[src/modbus_pkg.sv]
// Purpose: Shared constants, types and decoders for the MODBUS TCP server framer.
// Assumes: Byte streams arrive most significant byte first, one byte per handshake.
// Notes: Behaviour
// Behaviour
// - Seven-byte header, then function code, then data
// - Response repeats the request transaction identifier
// - Protocol identifier is zero both ways
// - Length counts unit, function and data bytes
// - Unit identifier returned unchanged
// - Function code is eight bits, one to 255
// - Success echoes the request function code
// - Error sets function code top bit
// - Exception carries exception code, normal carries data
// - Data field is plain bytes, may be absent
// - Completion from function code or byte count
// - Server executes codes 1-6, 8, 15, 16
// - Client issues only 1, 2, 3, 6, 15, 16
// - Alternate addressing maps 3/4 to analog registers
// - Requests served without host controller program
package modbus_pkg;

	typedef enum logic [3:0] {ST_HDR, ST_FUNC, ST_DATA, ST_SKIP, ST_CMD, ST_WAIT, ST_RSP, ST_TX, ST_TXRD} frame_state_t;
	typedef enum logic [2:0] {SP_COILS, SP_DISCRETES, SP_HOLDING, SP_INPUT_REGS, SP_ANALOG_OUT, SP_ANALOG_IN} space_t;

	localparam int HDR_BYTES = 7;
	localparam logic [2:0] HDR_LAST = 3'(HDR_BYTES - 1);
	localparam logic [2:0] HDR_IDX_RST = 3'h0;
	localparam logic [15:0] PROTO_ID = 16'h0000;
	localparam logic [15:0] LEN_MIN = 16'h0002;
	localparam logic [15:0] LEN_FIXED = 16'h0006;
	localparam logic [15:0] LEN_MULTI_MIN = 16'h0007;
	localparam logic [15:0] LEN_EXC = 16'h0003;
	localparam logic [15:0] LEN_ECHO = 16'h0006;
	localparam logic [15:0] LEN_READ_BASE = 16'h0003;
	localparam logic [15:0] ONE_W = 16'h0001;

	localparam logic [8:0] DATA_FIXED_LAST = 9'h003;
	localparam logic [8:0] DATA_BCNT_IDX = 9'h004;
	localparam logic [8:0] DIDX_RST = 9'h000;

	localparam logic [3:0] TX_IDX_RST = 4'h0;
	localparam logic [3:0] TX_IDX_FUNC = 4'h7;
	localparam logic [3:0] TX_IDX_PAY = 4'h8;
	localparam logic [3:0] TX_IDX_LAST = 4'hb;

	localparam logic [7:0] FC_READ_COILS = 8'h01;
	localparam logic [7:0] FC_READ_DISCRETES = 8'h02;
	localparam logic [7:0] FC_READ_HOLDING = 8'h03;
	localparam logic [7:0] FC_READ_INPUT = 8'h04;
	localparam logic [7:0] FC_WRITE_COIL = 8'h05;
	localparam logic [7:0] FC_WRITE_REG = 8'h06;
	localparam logic [7:0] FC_LOOPBACK = 8'h08;
	localparam logic [7:0] FC_WRITE_COILS = 8'h0f;
	localparam logic [7:0] FC_WRITE_REGS = 8'h10;
	localparam logic [7:0] FC_NONE = 8'h00;

	localparam logic [7:0] EXC_BIT = 8'h80;
	localparam logic [7:0] EXC_NONE = 8'h00;
	localparam logic [7:0] EXC_ILL_FUNC = 8'h01;
	localparam logic [7:0] EXC_ILL_VALUE = 8'h03;
	localparam logic [7:0] EXC_DEV_FAIL = 8'h04;

	localparam logic [7:0] RST_BYTE = 8'h00;
	localparam logic [15:0] RST_WORD = 16'h0000;
	localparam logic [1:0] RST_CFG = 2'h0;
	localparam int FIFO_WIDTH = 9;
	localparam int FIFO_DEPTH = 2;

	// Zero is not a function code, so it falls out of every set
	function automatic logic func_server_ok(input logic [7:0] fc);
		func_server_ok = (fc == FC_READ_COILS) || (fc == FC_READ_DISCRETES) || (fc == FC_READ_HOLDING) ||
			(fc == FC_READ_INPUT) || (fc == FC_WRITE_COIL) || (fc == FC_WRITE_REG) ||
			(fc == FC_LOOPBACK) || (fc == FC_WRITE_COILS) || (fc == FC_WRITE_REGS);
	endfunction : func_server_ok

	function automatic logic func_client_ok(input logic [7:0] fc);
		func_client_ok = (fc == FC_READ_COILS) || (fc == FC_READ_DISCRETES) || (fc == FC_READ_HOLDING) ||
			(fc == FC_WRITE_REG) || (fc == FC_WRITE_COILS) || (fc == FC_WRITE_REGS);
	endfunction : func_client_ok

	function automatic logic func_is_multi(input logic [7:0] fc);
		func_is_multi = (fc == FC_WRITE_COILS) || (fc == FC_WRITE_REGS);
	endfunction : func_is_multi

	function automatic logic func_is_read(input logic [7:0] fc);
		func_is_read = (fc == FC_READ_COILS) || (fc == FC_READ_DISCRETES) ||
			(fc == FC_READ_HOLDING) || (fc == FC_READ_INPUT);
	endfunction : func_is_read

	function automatic space_t space_of(input logic [7:0] fc, input logic alt);
		case (fc)
			FC_READ_DISCRETES: space_of = SP_DISCRETES;
			FC_READ_HOLDING: space_of = alt ? SP_ANALOG_OUT : SP_HOLDING;
			FC_READ_INPUT: space_of = alt ? SP_ANALOG_IN : SP_INPUT_REGS;
			FC_WRITE_REG: space_of = SP_HOLDING;
			FC_WRITE_REGS: space_of = SP_HOLDING;
			default: space_of = SP_COILS;
		endcase
	endfunction : space_of

endpackage : modbus_pkg

[src/modbus_tcp_server_framer.sv]
// Purpose: Parse MODBUS TCP requests, hand commands to the memory side, build responses.
// Assumes: Request and response streams come from logic on clk; config pins are asynchronous.
// Notes: Receive and read-data ready are paced one byte per two cycles to keep them registered.
`timescale 1ns/1ps
module modbus_tcp_server_framer
	import modbus_pkg::*;
(
	// Clock and reset
	input wire logic clk,
	input wire logic rst_n,
	// Request byte stream
	input wire logic rx_valid,
	input wire logic [7:0] rx_data,
	output logic rx_ready,
	// Response byte stream
	output logic tx_valid,
	output logic [7:0] tx_data,
	output logic tx_last,
	input wire logic tx_ready,
	// Configuration pins
	input wire logic client_mode_pin,
	input wire logic alt_addr_pin,
	// Memory command
	output logic cmd_valid,
	input wire logic cmd_ready,
	output logic [7:0] cmd_func,
	output space_t cmd_space,
	output logic [15:0] cmd_addr,
	output logic [15:0] cmd_word,
	output logic [7:0] cmd_unit,
	// Write payload for multiple writes
	output logic wr_valid,
	output logic [7:0] wr_data,
	input wire logic wr_ready,
	// Command completion
	input wire logic done_valid,
	input wire logic done_error,
	input wire logic [7:0] done_excode,
	input wire logic [7:0] done_count,
	// Read data
	input wire logic rd_valid,
	input wire logic [7:0] rd_data,
	output logic rd_ready,
	// Client request filter
	input wire logic cl_req_valid,
	input wire logic [7:0] cl_req_func,
	output logic cl_grant,
	output logic cl_refuse
);
	frame_state_t state_q;
	logic [2:0] hdr_idx_q;
	logic [15:0] tid_q;
	logic [15:0] pid_q;
	logic [15:0] len_q;
	logic [7:0] unit_q;
	logic [7:0] func_q;
	logic [15:0] addr_q;
	logic [15:0] word_q;
	logic [7:0] bcnt_q;
	logic [8:0] didx_q;
	logic [15:0] rem_q;
	logic drop_q;
	logic [7:0] exc_q;
	logic [15:0] rsp_len_q;
	logic [7:0] rd_cnt_q;
	logic [7:0] rd_rem_q;
	logic [3:0] tx_idx_q;
	logic rx_ready_q;
	logic rd_ready_q;
	logic cmd_valid_q;
	space_t cmd_space_q;
	logic wr_valid_q;
	logic [7:0] wr_data_q;
	logic cl_grant_q;
	logic cl_refuse_q;
	logic [1:0] cfg_meta_q;
	logic [1:0] cfg_q;

	logic rx_take;
	logic rd_take;
	logic wr_push;
	logic in_rx;
	logic is_exc;
	logic b_valid;
	logic b_ready;
	logic [7:0] b_byte;
	logic b_last;
	logic b_push;
	logic [FIFO_WIDTH-1:0] out_word;

	assign rx_take = rx_valid && rx_ready_q;
	assign rd_take = rd_valid && rd_ready_q;
	assign in_rx = (state_q == ST_HDR) || (state_q == ST_FUNC) || (state_q == ST_DATA) || (state_q == ST_SKIP);
	assign is_exc = exc_q != EXC_NONE;
	assign wr_push = rx_take && (state_q == ST_DATA) && func_is_multi(func_q) && (didx_q > DATA_BCNT_IDX);

	// Config pins are static straps but may toggle at any time
	always_ff @(posedge clk)
	begin
		if (!rst_n)
		begin
			cfg_meta_q <= RST_CFG;
			cfg_q <= RST_CFG;
		end
		else
		begin
			cfg_meta_q <= {alt_addr_pin, client_mode_pin};
			cfg_q <= cfg_meta_q;
		end
	end

	// Frame sequencer
	always_ff @(posedge clk)
	begin
		if (!rst_n)
		begin
			state_q <= ST_HDR;
			hdr_idx_q <= HDR_IDX_RST;
			tid_q <= RST_WORD;
			pid_q <= RST_WORD;
			len_q <= RST_WORD;
			unit_q <= RST_BYTE;
			func_q <= FC_NONE;
			addr_q <= RST_WORD;
			word_q <= RST_WORD;
			bcnt_q <= RST_BYTE;
			didx_q <= DIDX_RST;
			rem_q <= RST_WORD;
			drop_q <= 1'b0;
			exc_q <= EXC_NONE;
			rsp_len_q <= RST_WORD;
			rd_cnt_q <= RST_BYTE;
			rd_rem_q <= RST_BYTE;
			tx_idx_q <= TX_IDX_RST;
		end
		else
		begin
			case (state_q)
				ST_HDR:
				if (rx_take)
				begin
					hdr_idx_q <= hdr_idx_q + 3'h1;
					case (hdr_idx_q)
						3'h0: tid_q[15:8] <= rx_data;
						3'h1: tid_q[7:0] <= rx_data;
						3'h2: pid_q[15:8] <= rx_data;
						3'h3: pid_q[7:0] <= rx_data;
						3'h4: len_q[15:8] <= rx_data;
						3'h5: len_q[7:0] <= rx_data;
						default:
						begin
							unit_q <= rx_data;
							hdr_idx_q <= HDR_IDX_RST;
							// Foreign protocol or runt length: swallow silently
							if (pid_q != PROTO_ID || len_q < LEN_MIN)
							begin
								drop_q <= 1'b1;
								rem_q <= len_q - ONE_W;
								state_q <= (len_q > ONE_W) ? ST_SKIP : ST_HDR;
							end
							else
							begin
								drop_q <= 1'b0;
								state_q <= ST_FUNC;
							end
						end
					endcase
				end
				ST_FUNC:
				if (rx_take)
				begin
					func_q <= rx_data;
					didx_q <= DIDX_RST;
					rem_q <= len_q - LEN_MIN;
					if (!func_server_ok(rx_data))
					begin
						exc_q <= EXC_ILL_FUNC;
						state_q <= (len_q > LEN_MIN) ? ST_SKIP : ST_RSP;
					end
					else if (func_is_multi(rx_data) ? (len_q < LEN_MULTI_MIN) : (len_q != LEN_FIXED))
					begin
						exc_q <= EXC_ILL_VALUE;
						state_q <= (len_q > LEN_MIN) ? ST_SKIP : ST_RSP;
					end
					else
					begin
						exc_q <= EXC_NONE;
						state_q <= ST_DATA;
					end
				end
				ST_DATA:
				if (rx_take)
				begin
					didx_q <= didx_q + 9'h001;
					case (didx_q)
						9'h000: addr_q[15:8] <= rx_data;
						9'h001: addr_q[7:0] <= rx_data;
						9'h002: word_q[15:8] <= rx_data;
						9'h003: word_q[7:0] <= rx_data;
						9'h004: bcnt_q <= rx_data;
						default: ;
					endcase
					if (!func_is_multi(func_q))
					begin
						if (didx_q == DATA_FIXED_LAST)
							state_q <= (func_q == FC_LOOPBACK) ? ST_RSP : ST_CMD;
					end
					else if (didx_q == DATA_BCNT_IDX)
					begin
						// Byte count must agree with the header length
						if (len_q != ({8'h00, rx_data} + LEN_MULTI_MIN))
						begin
							exc_q <= EXC_ILL_VALUE;
							rem_q <= len_q - LEN_MULTI_MIN;
							state_q <= (len_q > LEN_MULTI_MIN) ? ST_SKIP : ST_RSP;
						end
						else if (rx_data == RST_BYTE)
							state_q <= ST_CMD;
					end
					else if (didx_q == ({1'b0, bcnt_q} + DATA_BCNT_IDX))
						state_q <= ST_CMD;
				end
				ST_SKIP:
				if (rx_take)
				begin
					rem_q <= rem_q - ONE_W;
					if (rem_q == ONE_W)
						state_q <= drop_q ? ST_HDR : ST_RSP;
				end
				ST_CMD:
				if (cmd_valid_q && cmd_ready)
					state_q <= ST_WAIT;
				ST_WAIT:
				if (done_valid)
				begin
					rd_cnt_q <= done_count;
					if (done_error)
						exc_q <= (done_excode == EXC_NONE) ? EXC_DEV_FAIL : done_excode;
					state_q <= ST_RSP;
				end
				ST_RSP:
				begin
					tx_idx_q <= TX_IDX_RST;
					rd_rem_q <= rd_cnt_q;
					if (is_exc)
						rsp_len_q <= LEN_EXC;
					else if (func_is_read(func_q))
						rsp_len_q <= LEN_READ_BASE + {8'h00, rd_cnt_q};
					else
						rsp_len_q <= LEN_ECHO;
					state_q <= ST_TX;
				end
				ST_TX:
				if (b_push)
				begin
					tx_idx_q <= tx_idx_q + 4'h1;
					if (b_last)
						state_q <= ST_HDR;
					else if (tx_idx_q == TX_IDX_PAY && func_is_read(func_q))
						state_q <= ST_TXRD;
				end
				ST_TXRD:
				if (rd_take)
				begin
					rd_rem_q <= rd_rem_q - 8'h01;
					if (rd_rem_q == 8'h01)
						state_q <= ST_HDR;
				end
				default: state_q <= ST_HDR;
			endcase
		end
	end

	// Response byte selection
	always_comb
	begin
		b_valid = 1'b0;
		b_byte = RST_BYTE;
		b_last = 1'b0;
		if (state_q == ST_TX)
		begin
			b_valid = 1'b1;
			case (tx_idx_q)
				4'h0: b_byte = tid_q[15:8];
				4'h1: b_byte = tid_q[7:0];
				4'h2: b_byte = PROTO_ID[15:8];
				4'h3: b_byte = PROTO_ID[7:0];
				4'h4: b_byte = rsp_len_q[15:8];
				4'h5: b_byte = rsp_len_q[7:0];
				4'h6: b_byte = unit_q;
				TX_IDX_FUNC: b_byte = is_exc ? (func_q | EXC_BIT) : func_q;
				TX_IDX_PAY: b_byte = is_exc ? exc_q : (func_is_read(func_q) ? rd_cnt_q : addr_q[15:8]);
				4'h9: b_byte = addr_q[7:0];
				4'ha: b_byte = word_q[15:8];
				default: b_byte = word_q[7:0];
			endcase
			b_last = (tx_idx_q == TX_IDX_PAY && (is_exc || (func_is_read(func_q) && rd_cnt_q == RST_BYTE))) ||
				(tx_idx_q == TX_IDX_LAST);
		end
		else if (state_q == ST_TXRD)
		begin
			b_valid = rd_take;
			b_byte = rd_data;
			b_last = rd_rem_q == 8'h01;
		end
	end

	assign b_push = b_valid && b_ready;

	// Ready held until taken; re-armed only when the next stage has room
	always_ff @(posedge clk)
	begin
		if (!rst_n)
		begin
			rx_ready_q <= 1'b0;
			rd_ready_q <= 1'b0;
		end
		else
		begin
			rx_ready_q <= in_rx && (rx_ready_q ? !rx_take : !(wr_valid_q && !wr_ready));
			rd_ready_q <= (state_q == ST_TXRD) && (rd_ready_q ? !rd_take : b_ready);
		end
	end

	// Command and write payload
	always_ff @(posedge clk)
	begin
		if (!rst_n)
		begin
			cmd_valid_q <= 1'b0;
			cmd_space_q <= SP_COILS;
			wr_valid_q <= 1'b0;
			wr_data_q <= RST_BYTE;
		end
		else
		begin
			cmd_valid_q <= (state_q == ST_CMD) && !(cmd_valid_q && cmd_ready);
			cmd_space_q <= space_of(func_q, cfg_q[1]);
			if (wr_push)
			begin
				wr_valid_q <= 1'b1;
				wr_data_q <= rx_data;
			end
			else if (wr_ready)
				wr_valid_q <= 1'b0;
		end
	end

	// Outgoing requests in client mode pass only the allowed codes
	always_ff @(posedge clk)
	begin
		if (!rst_n)
		begin
			cl_grant_q <= 1'b0;
			cl_refuse_q <= 1'b0;
		end
		else
		begin
			cl_grant_q <= cl_req_valid && cfg_q[0] && func_client_ok(cl_req_func);
			cl_refuse_q <= cl_req_valid && !(cfg_q[0] && func_client_ok(cl_req_func));
		end
	end

	frame_fifo #(
		.WIDTH(FIFO_WIDTH),
		.DEPTH(FIFO_DEPTH)
	) u_tx_fifo (
		.clk(clk),
		.rst_n(rst_n),
		.in_valid(b_valid),
		.in_ready(b_ready),
		.in_data({b_last, b_byte}),
		.out_valid(tx_valid),
		.out_ready(tx_ready),
		.out_data(out_word)
	);

	assign tx_data = out_word[7:0];
	assign tx_last = out_word[8];
	assign rx_ready = rx_ready_q;
	assign rd_ready = rd_ready_q;
	assign cmd_valid = cmd_valid_q;
	assign cmd_func = func_q;
	assign cmd_space = cmd_space_q;
	assign cmd_addr = addr_q;
	assign cmd_word = word_q;
	assign cmd_unit = unit_q;
	assign wr_valid = wr_valid_q;
	assign wr_data = wr_data_q;
	assign cl_grant = cl_grant_q;
	assign cl_refuse = cl_refuse_q;
endmodule : modbus_tcp_server_framer

[src/frame_fifo.sv]
// Purpose: Small shift-style FIFO; the head entry is a register.
// Assumes: Single clock, synchronous active-low reset.
// Notes: Ready on the fill side depends only on the tail flag, never on out_ready.
`timescale 1ns/1ps
module frame_fifo #(
	parameter int WIDTH = 9,
	parameter int DEPTH = 2
) (
	// Clock and reset
	input wire logic clk,
	input wire logic rst_n,
	// Fill side
	input wire logic in_valid,
	output logic in_ready,
	input wire logic [WIDTH-1:0] in_data,
	// Drain side
	output logic out_valid,
	input wire logic out_ready,
	output logic [WIDTH-1:0] out_data
);
	logic [WIDTH-1:0] slot_q [DEPTH];
	logic full_q [DEPTH];
	logic push;
	logic pop;

	assign pop = full_q[0] && out_ready;
	assign in_ready = !full_q[DEPTH-1];
	assign push = in_valid && in_ready;
	assign out_valid = full_q[0];
	assign out_data = slot_q[0];

	for (genvar i = 0; i < DEPTH; i++)
	begin : g_slot
		logic above_full;
		logic [WIDTH-1:0] above_data;
		logic below_full;
		logic land;
		if (i == DEPTH - 1)
		begin : g_top
			assign above_full = 1'b0;
			assign above_data = {WIDTH{1'b0}};
		end
		else
		begin : g_mid
			assign above_full = full_q[i+1];
			assign above_data = slot_q[i+1];
		end
		if (i == 0)
		begin : g_bot
			assign below_full = 1'b1;
		end
		else
		begin : g_up
			assign below_full = full_q[i-1];
		end
		// With a pop the new word lands in the slot that shifts empty
		assign land = pop ? (full_q[i] && !above_full) : (!full_q[i] && below_full);

		always_ff @(posedge clk)
		begin
			if (!rst_n)
			begin
				full_q[i] <= 1'b0;
				slot_q[i] <= {WIDTH{1'b0}};
			end
			else if (push && land)
			begin
				full_q[i] <= 1'b1;
				slot_q[i] <= in_data;
			end
			else if (pop)
			begin
				full_q[i] <= above_full;
				slot_q[i] <= above_data;
			end
		end
	end
endmodule : frame_fifo

[config.mk]
export PLATFORM = sky130hd
export DESIGN_NAME = modbus_tcp_server_framer
export DESIGN_NICKNAME = d
export VERILOG_FILES = /design/src/modbus_pkg.sv /design/src/modbus_tcp_server_framer.sv /design/src/frame_fifo.sv
export SDC_FILE = /design/constraint.sdc
export NUM_CORES = 1
export LEC_CHECK = 0
export ABC_CLOCK_PERIOD_IN_PS = 4700
export BUFFER_PORTS_ARGS = -buffer_cell sky130_fd_sc_hd__buf_2
export CAP_MARGIN = 25
export CELL_PAD_IN_SITES_DETAIL_PLACEMENT = 2
export CELL_PAD_IN_SITES_GLOBAL_PLACEMENT = 2
export CORE_ASPECT_RATIO = 0.5
export CORE_MARGIN = 3
export CORE_UTILIZATION = 35
export CTS_CLUSTER_DIAMETER = 100
export DETAILED_ROUTE_END_ITERATION = 6
export PLACE_DENSITY = 0.77
export SLEW_MARGIN = 20
export SYNTH_ARGS = -nofsm -noshare
export SYNTH_HDL_FRONTEND = slang
export SYNTH_HIERARCHICAL = 1
export SYNTH_SLANG_ARGS = --single-unit
[constraint.sdc]
create_clock -name clk -period 4.7 [get_ports clk]
set_input_delay 0.94 -clock clk [delete_from_list [all_inputs] [get_ports clk]]
set_output_delay 0.94 -clock clk [all_outputs]
set_load 0.05 [all_outputs]
==> impl.org <==
** CTS
- The tree is rooted in a sky130_fd_sc_hd__clkbuf_16.
- For this design, the sink count on the clock tree is about 220.
- Insertion delay of the later-clocked pin in the worst-skew pair :: 0.54 ns
- Total of cells resized after clock tree synthesis :: 0
- In this run the number of H-tree levels came out at 1.
- Clock input transition at the sequential cells of the worst setup and hold paths :: approximately 0.07 ns
- Buffers inserted during clock tree synthesis total 23.
- Hold-fix buffer count after cts :: 0
- TritonCTS clock tree :: built
- The clock passes through at most 3 buffers.
- The number of setup buffers added after CTS is 0.

** Power
- Combinational cells account for ~5.1% of the total power.
- In this run, the clock network consumes 48.6% of the power.
- Switching part of the total power :: approximately a quarter
- The share of total power dissipated in sequential elements is a little under half.
- Summed over all cells, the static leakage comes to 5.17 nW.
- Switching power of the nets :: 0.979 mW
- In this run the power density over the cells is around 300 nW/um^2.
- The internal portion of the total power is 3.07 mW.
- IR analysis of the VDD net gives a maximum drop of between 0.00015 and 0.0002 V.

** Detailed routing
- Routed WL per cell :: ~24 um
- In this run the remaining antenna-violating nets after routing total 0.
- For this block, the initial DRC count from the detailed router was 747.
- Number of detailed-route iterations in the first pass :: 5
- Via Count :: between 10000 and 15000
- Vias per cell :: roughly 5.9
- After detailed routing, the number of remaining DRC violations is 0.
- Total wire length :: 48.5 mm

** Setup path
- CP Capture Type :: flip-flop
- The worst setup path is launched from a primary input.
- Measured in cells, the most critical reg-to-reg path has a length of 6.
- Required time of the worst setup path :: a little over 5 ns
- The critical path is of the in -> reg type.
- In this run the worst path has a maximum fanout of 30.
- STA puts the critical path data arrival time at 4.16 ns.
- Worst reg-to-reg setup slack :: between 1 and 1.5 ns
- RR Endpoint :: u_tx_fifo/slot_q[1][2]
- Startpoint of the lowest-slack register-to-register path :: state_q[0]

** Logic synthesis
- Most used flip-flop cell after synthesis :: sky130_fd_sc_hd__dfxtp_1
- The largest total area in the synthesized netlist belongs to sky130_fd_sc_hd__dfxtp_1.
- Fraction of registers with async set/reset :: 0%
- Share of synthesized area occupied by flip-flops and latches :: ~37%
- Summing every instance area after synthesis gives between 10000 and 15000 sq um.
- By area the synthesized netlist is led by sky130_fd_sc_hd__dfxtp_1, sky130_fd_sc_hd__a21oi_1, sky130_fd_sc_hd__nand2_1, sky130_fd_sc_hd__edfxtp_1, sky130_fd_sc_hd__nor2_1.
- Number of synthesized flops with an enable pin :: 19
- FF+latch count, synth :: 215
- Of the post-synthesis cell area, the dominant cell type holds roughly a third.
- In this run the mean area of a mapped cell was about 8 sq um.
- Gate count after technology mapping :: between 1500 and 2000
- Synthesis produced a netlist with a net count of 1612.
- Counting distinct cell types in the post-synthesis netlist gives 86.
- For this run, the number of Yosys warnings is 6.

** Layout
- In the final design database the tool counted about 1700 nets.
- The library cell used most frequently in the layout, excluding fill and tap cells, is sky130_fd_sc_hd__nand2_1.
- The library cells used most frequently in the layout, excluding fill and tap cells, are sky130_fd_sc_hd__nand2_1, sky130_fd_sc_hd__dfxtp_1, sky130_fd_sc_hd__a21oi_1.
- Share of post-route cells with drive strength above 1 :: 14.3%
- Number of antenna cells inserted :: 0
- Synthesis-to-finish area growth :: 13.9%
- Final Instance Area :: roughly 14000 sq um

** Timing
- The total count of hold-check failures in the final report was 0.
- Post-route clock skew :: ~0.018 ns
- In this run the tightest slew margin relative to its limit is 43.0%.
- Setup repair after global routing missed its margin :: no
- For this run, the top clock speed supported by timing is roughly 0.27 GHz.
- At the pin with the least slew margin, the transition time is 0.852 ns.
- Final number of max-transition violations :: 0
- Setup violations remaining at the end of the flow were counted as 0.
- Final sum of negative setup slack :: 0 ns
- Share of the clock period used by the worst path after layout :: ~79%
- Final critical-path required period :: approximately 3.7 ns

** Floorplanning
- Once the floorplan was initialized, standard cells occupied a little over a third of the core.
- The die covers around 37000 sq um.
- Pin placement for this block handled 127 I/O pins.
- In this run the standard cell core region covers between 30000 and 40000 sq um.
- Horizontal extent of the die :: approximately 270 um
- Cell row count :: 47
- The die is 137 um tall.

** Run status
- Outcome :: completed

** Min path
- The startpoint identified for the worst hold timing path is cfg_meta_q[1].
- Along the worst hold path, the cell count comes to 1.
- The min-delay analysis places its worst path in the category reg -> reg.
- End point of the most critical hold path :: cfg_q[1]

** Global routing
- Global-route wire length before repair :: 75.0 mm
- Initial antenna violation count :: 0
- Pin count of the biggest net entering global routing :: 66
- Total grt overflow :: 0
- The number of global-route vias before repair was around 13000.
- Global routing used roughly a quarter of the available tracks across all layers.

** Placed design
- Weighted congestion at the end of routability-driven global placement :: about 0.85
- Area after detailed placement :: approximately 13000 sq um
- Post-DP HPWL :: approximately 35 mm
- In this run the tool buffered the top-level ports with between 100 and 150 buffer cells.

** Run
- Reported max-cap violation count :: 0
-- worst max-delay path, stage by stage --
cell                        delay, ns
sky130_fd_sc_hd__buf_2           0.37
sky130_fd_sc_hd__inv_1           0.19
sky130_fd_sc_hd__ha_1            0.35
sky130_fd_sc_hd__nor4b_1         0.20
sky130_fd_sc_hd__o2111ai_1       0.23
sky130_fd_sc_hd__o211ai_1        0.12
sky130_fd_sc_hd__o311ai_1        0.45
sky130_fd_sc_hd__o211ai_1        0.36
sky130_fd_sc_hd__a21oi_2         0.23
sky130_fd_sc_hd__buf_4           0.32
sky130_fd_sc_hd__nand2_1         0.11
sky130_fd_sc_hd__a32o_1          0.27
-- cell type report --
cell class,count,area [sq um]
fill,3832,19800
multi-input combinational,1165,6960
sequential,215,4490
timing repair buffer,154,843
clock buffer,35,671
tap,441,552
clock inverter,7,114
inverter,28,108
-- worst max-delay path by stage --
stage	from	to	slack [ns]	cells after the start
after floorplan	rx_data[0]	rem_q[5]	1.11	12
after global placement	rx_data[1]	rem_q[15]	0.65	12
after detailed placement	rx_data[1]	rem_q[15]	0.46	12
after CTS	rx_data[1]	rem_q[15]	1.05	12
after global routing	rx_data[1]	rem_q[15]	0.72	12
final	rx_data[1]	rem_q[15]	0.97	12
-- power by group through the flow --
stage	Clock, mW	Sequential, mW	Combinational [mW]
6_report	1.97	1.87	0.208
5_1_grt	2.09	1.87	0.227
4_1_cts	2.02	1.87	0.209
3_5_place_dp	0	1.91	0.207
3_3_place_gp	0	1.91	0.198
2_1_floorplan	0	1.93	0.107
-- stage by stage --
stage	instances	total power [mW]	setup WS [ns]	hold WS, ns	utilization (%)
finish	2045	4.05	0.967	0.447	41.0
global route	2045	4.19	0.716	0.474	41.0
CTS	2044	4.10	1.05	0.454	40.9
detailed placement	2002	2.12	0.464	0.425	38.6
global placement	2001	2.11	0.647	0.412	38.6
floorplan	1529	2.04	1.11	0.412	-
-- layer usage --
| metal | track usage [%] | up-vias | share of wire [%] |
|---|---|---|---|
| li1 | - | 5624 | - |
| met1 | 35.5 | 6138 | 48 |
| met2 | 43.3 | 229 | 46 |
| met3 | 3.23 | 67 | 3.2 |
| met4 | 6.76 | 0 | 2.6 |
| met5 | 0 | - | 0 |
-- cell usage after synthesis, drive strengths merged (8+ instances only) --
cell    number
nand2      201
dfxtp      196
a21oi      171
nor2       151
nand3      110
clkbuf     105
o21ai       66
mux2i       42
ha          31
nor4        31
inv         28
nor3        28
xnor2       26
and2        23
nand2b      21
a22o        19
edfxtp      19
xor2        19
buf         16
a211oi      15
a22oi       15
nor2b       15
a221oi      11
o211ai      11
o22ai       11
a31oi        9
o221ai       9
nand4        8
or4          8
-- logic make-up after synthesis --
group	count (synthesis)	synth area share, %
xor+xnor	45	3.27
buf+inv	149	5.30
mux	43	3.58
simple gates	632	25.2
fa+ha+maj	31	3.22
flops	215	37.3
compound gates	414	22.2
-- state kept, by name, summed over array words and instances (netlist names), 9 cells and up --
name              count
tid_q                16
cmd_word             16
u_tx_fifo/slot_q     18
pid_q                16
didx_q                9
rem_q                16
len_q                16
cmd_addr             16
rsp_len_q             9
Note: power is estimated with default switching activity, not from simulation.
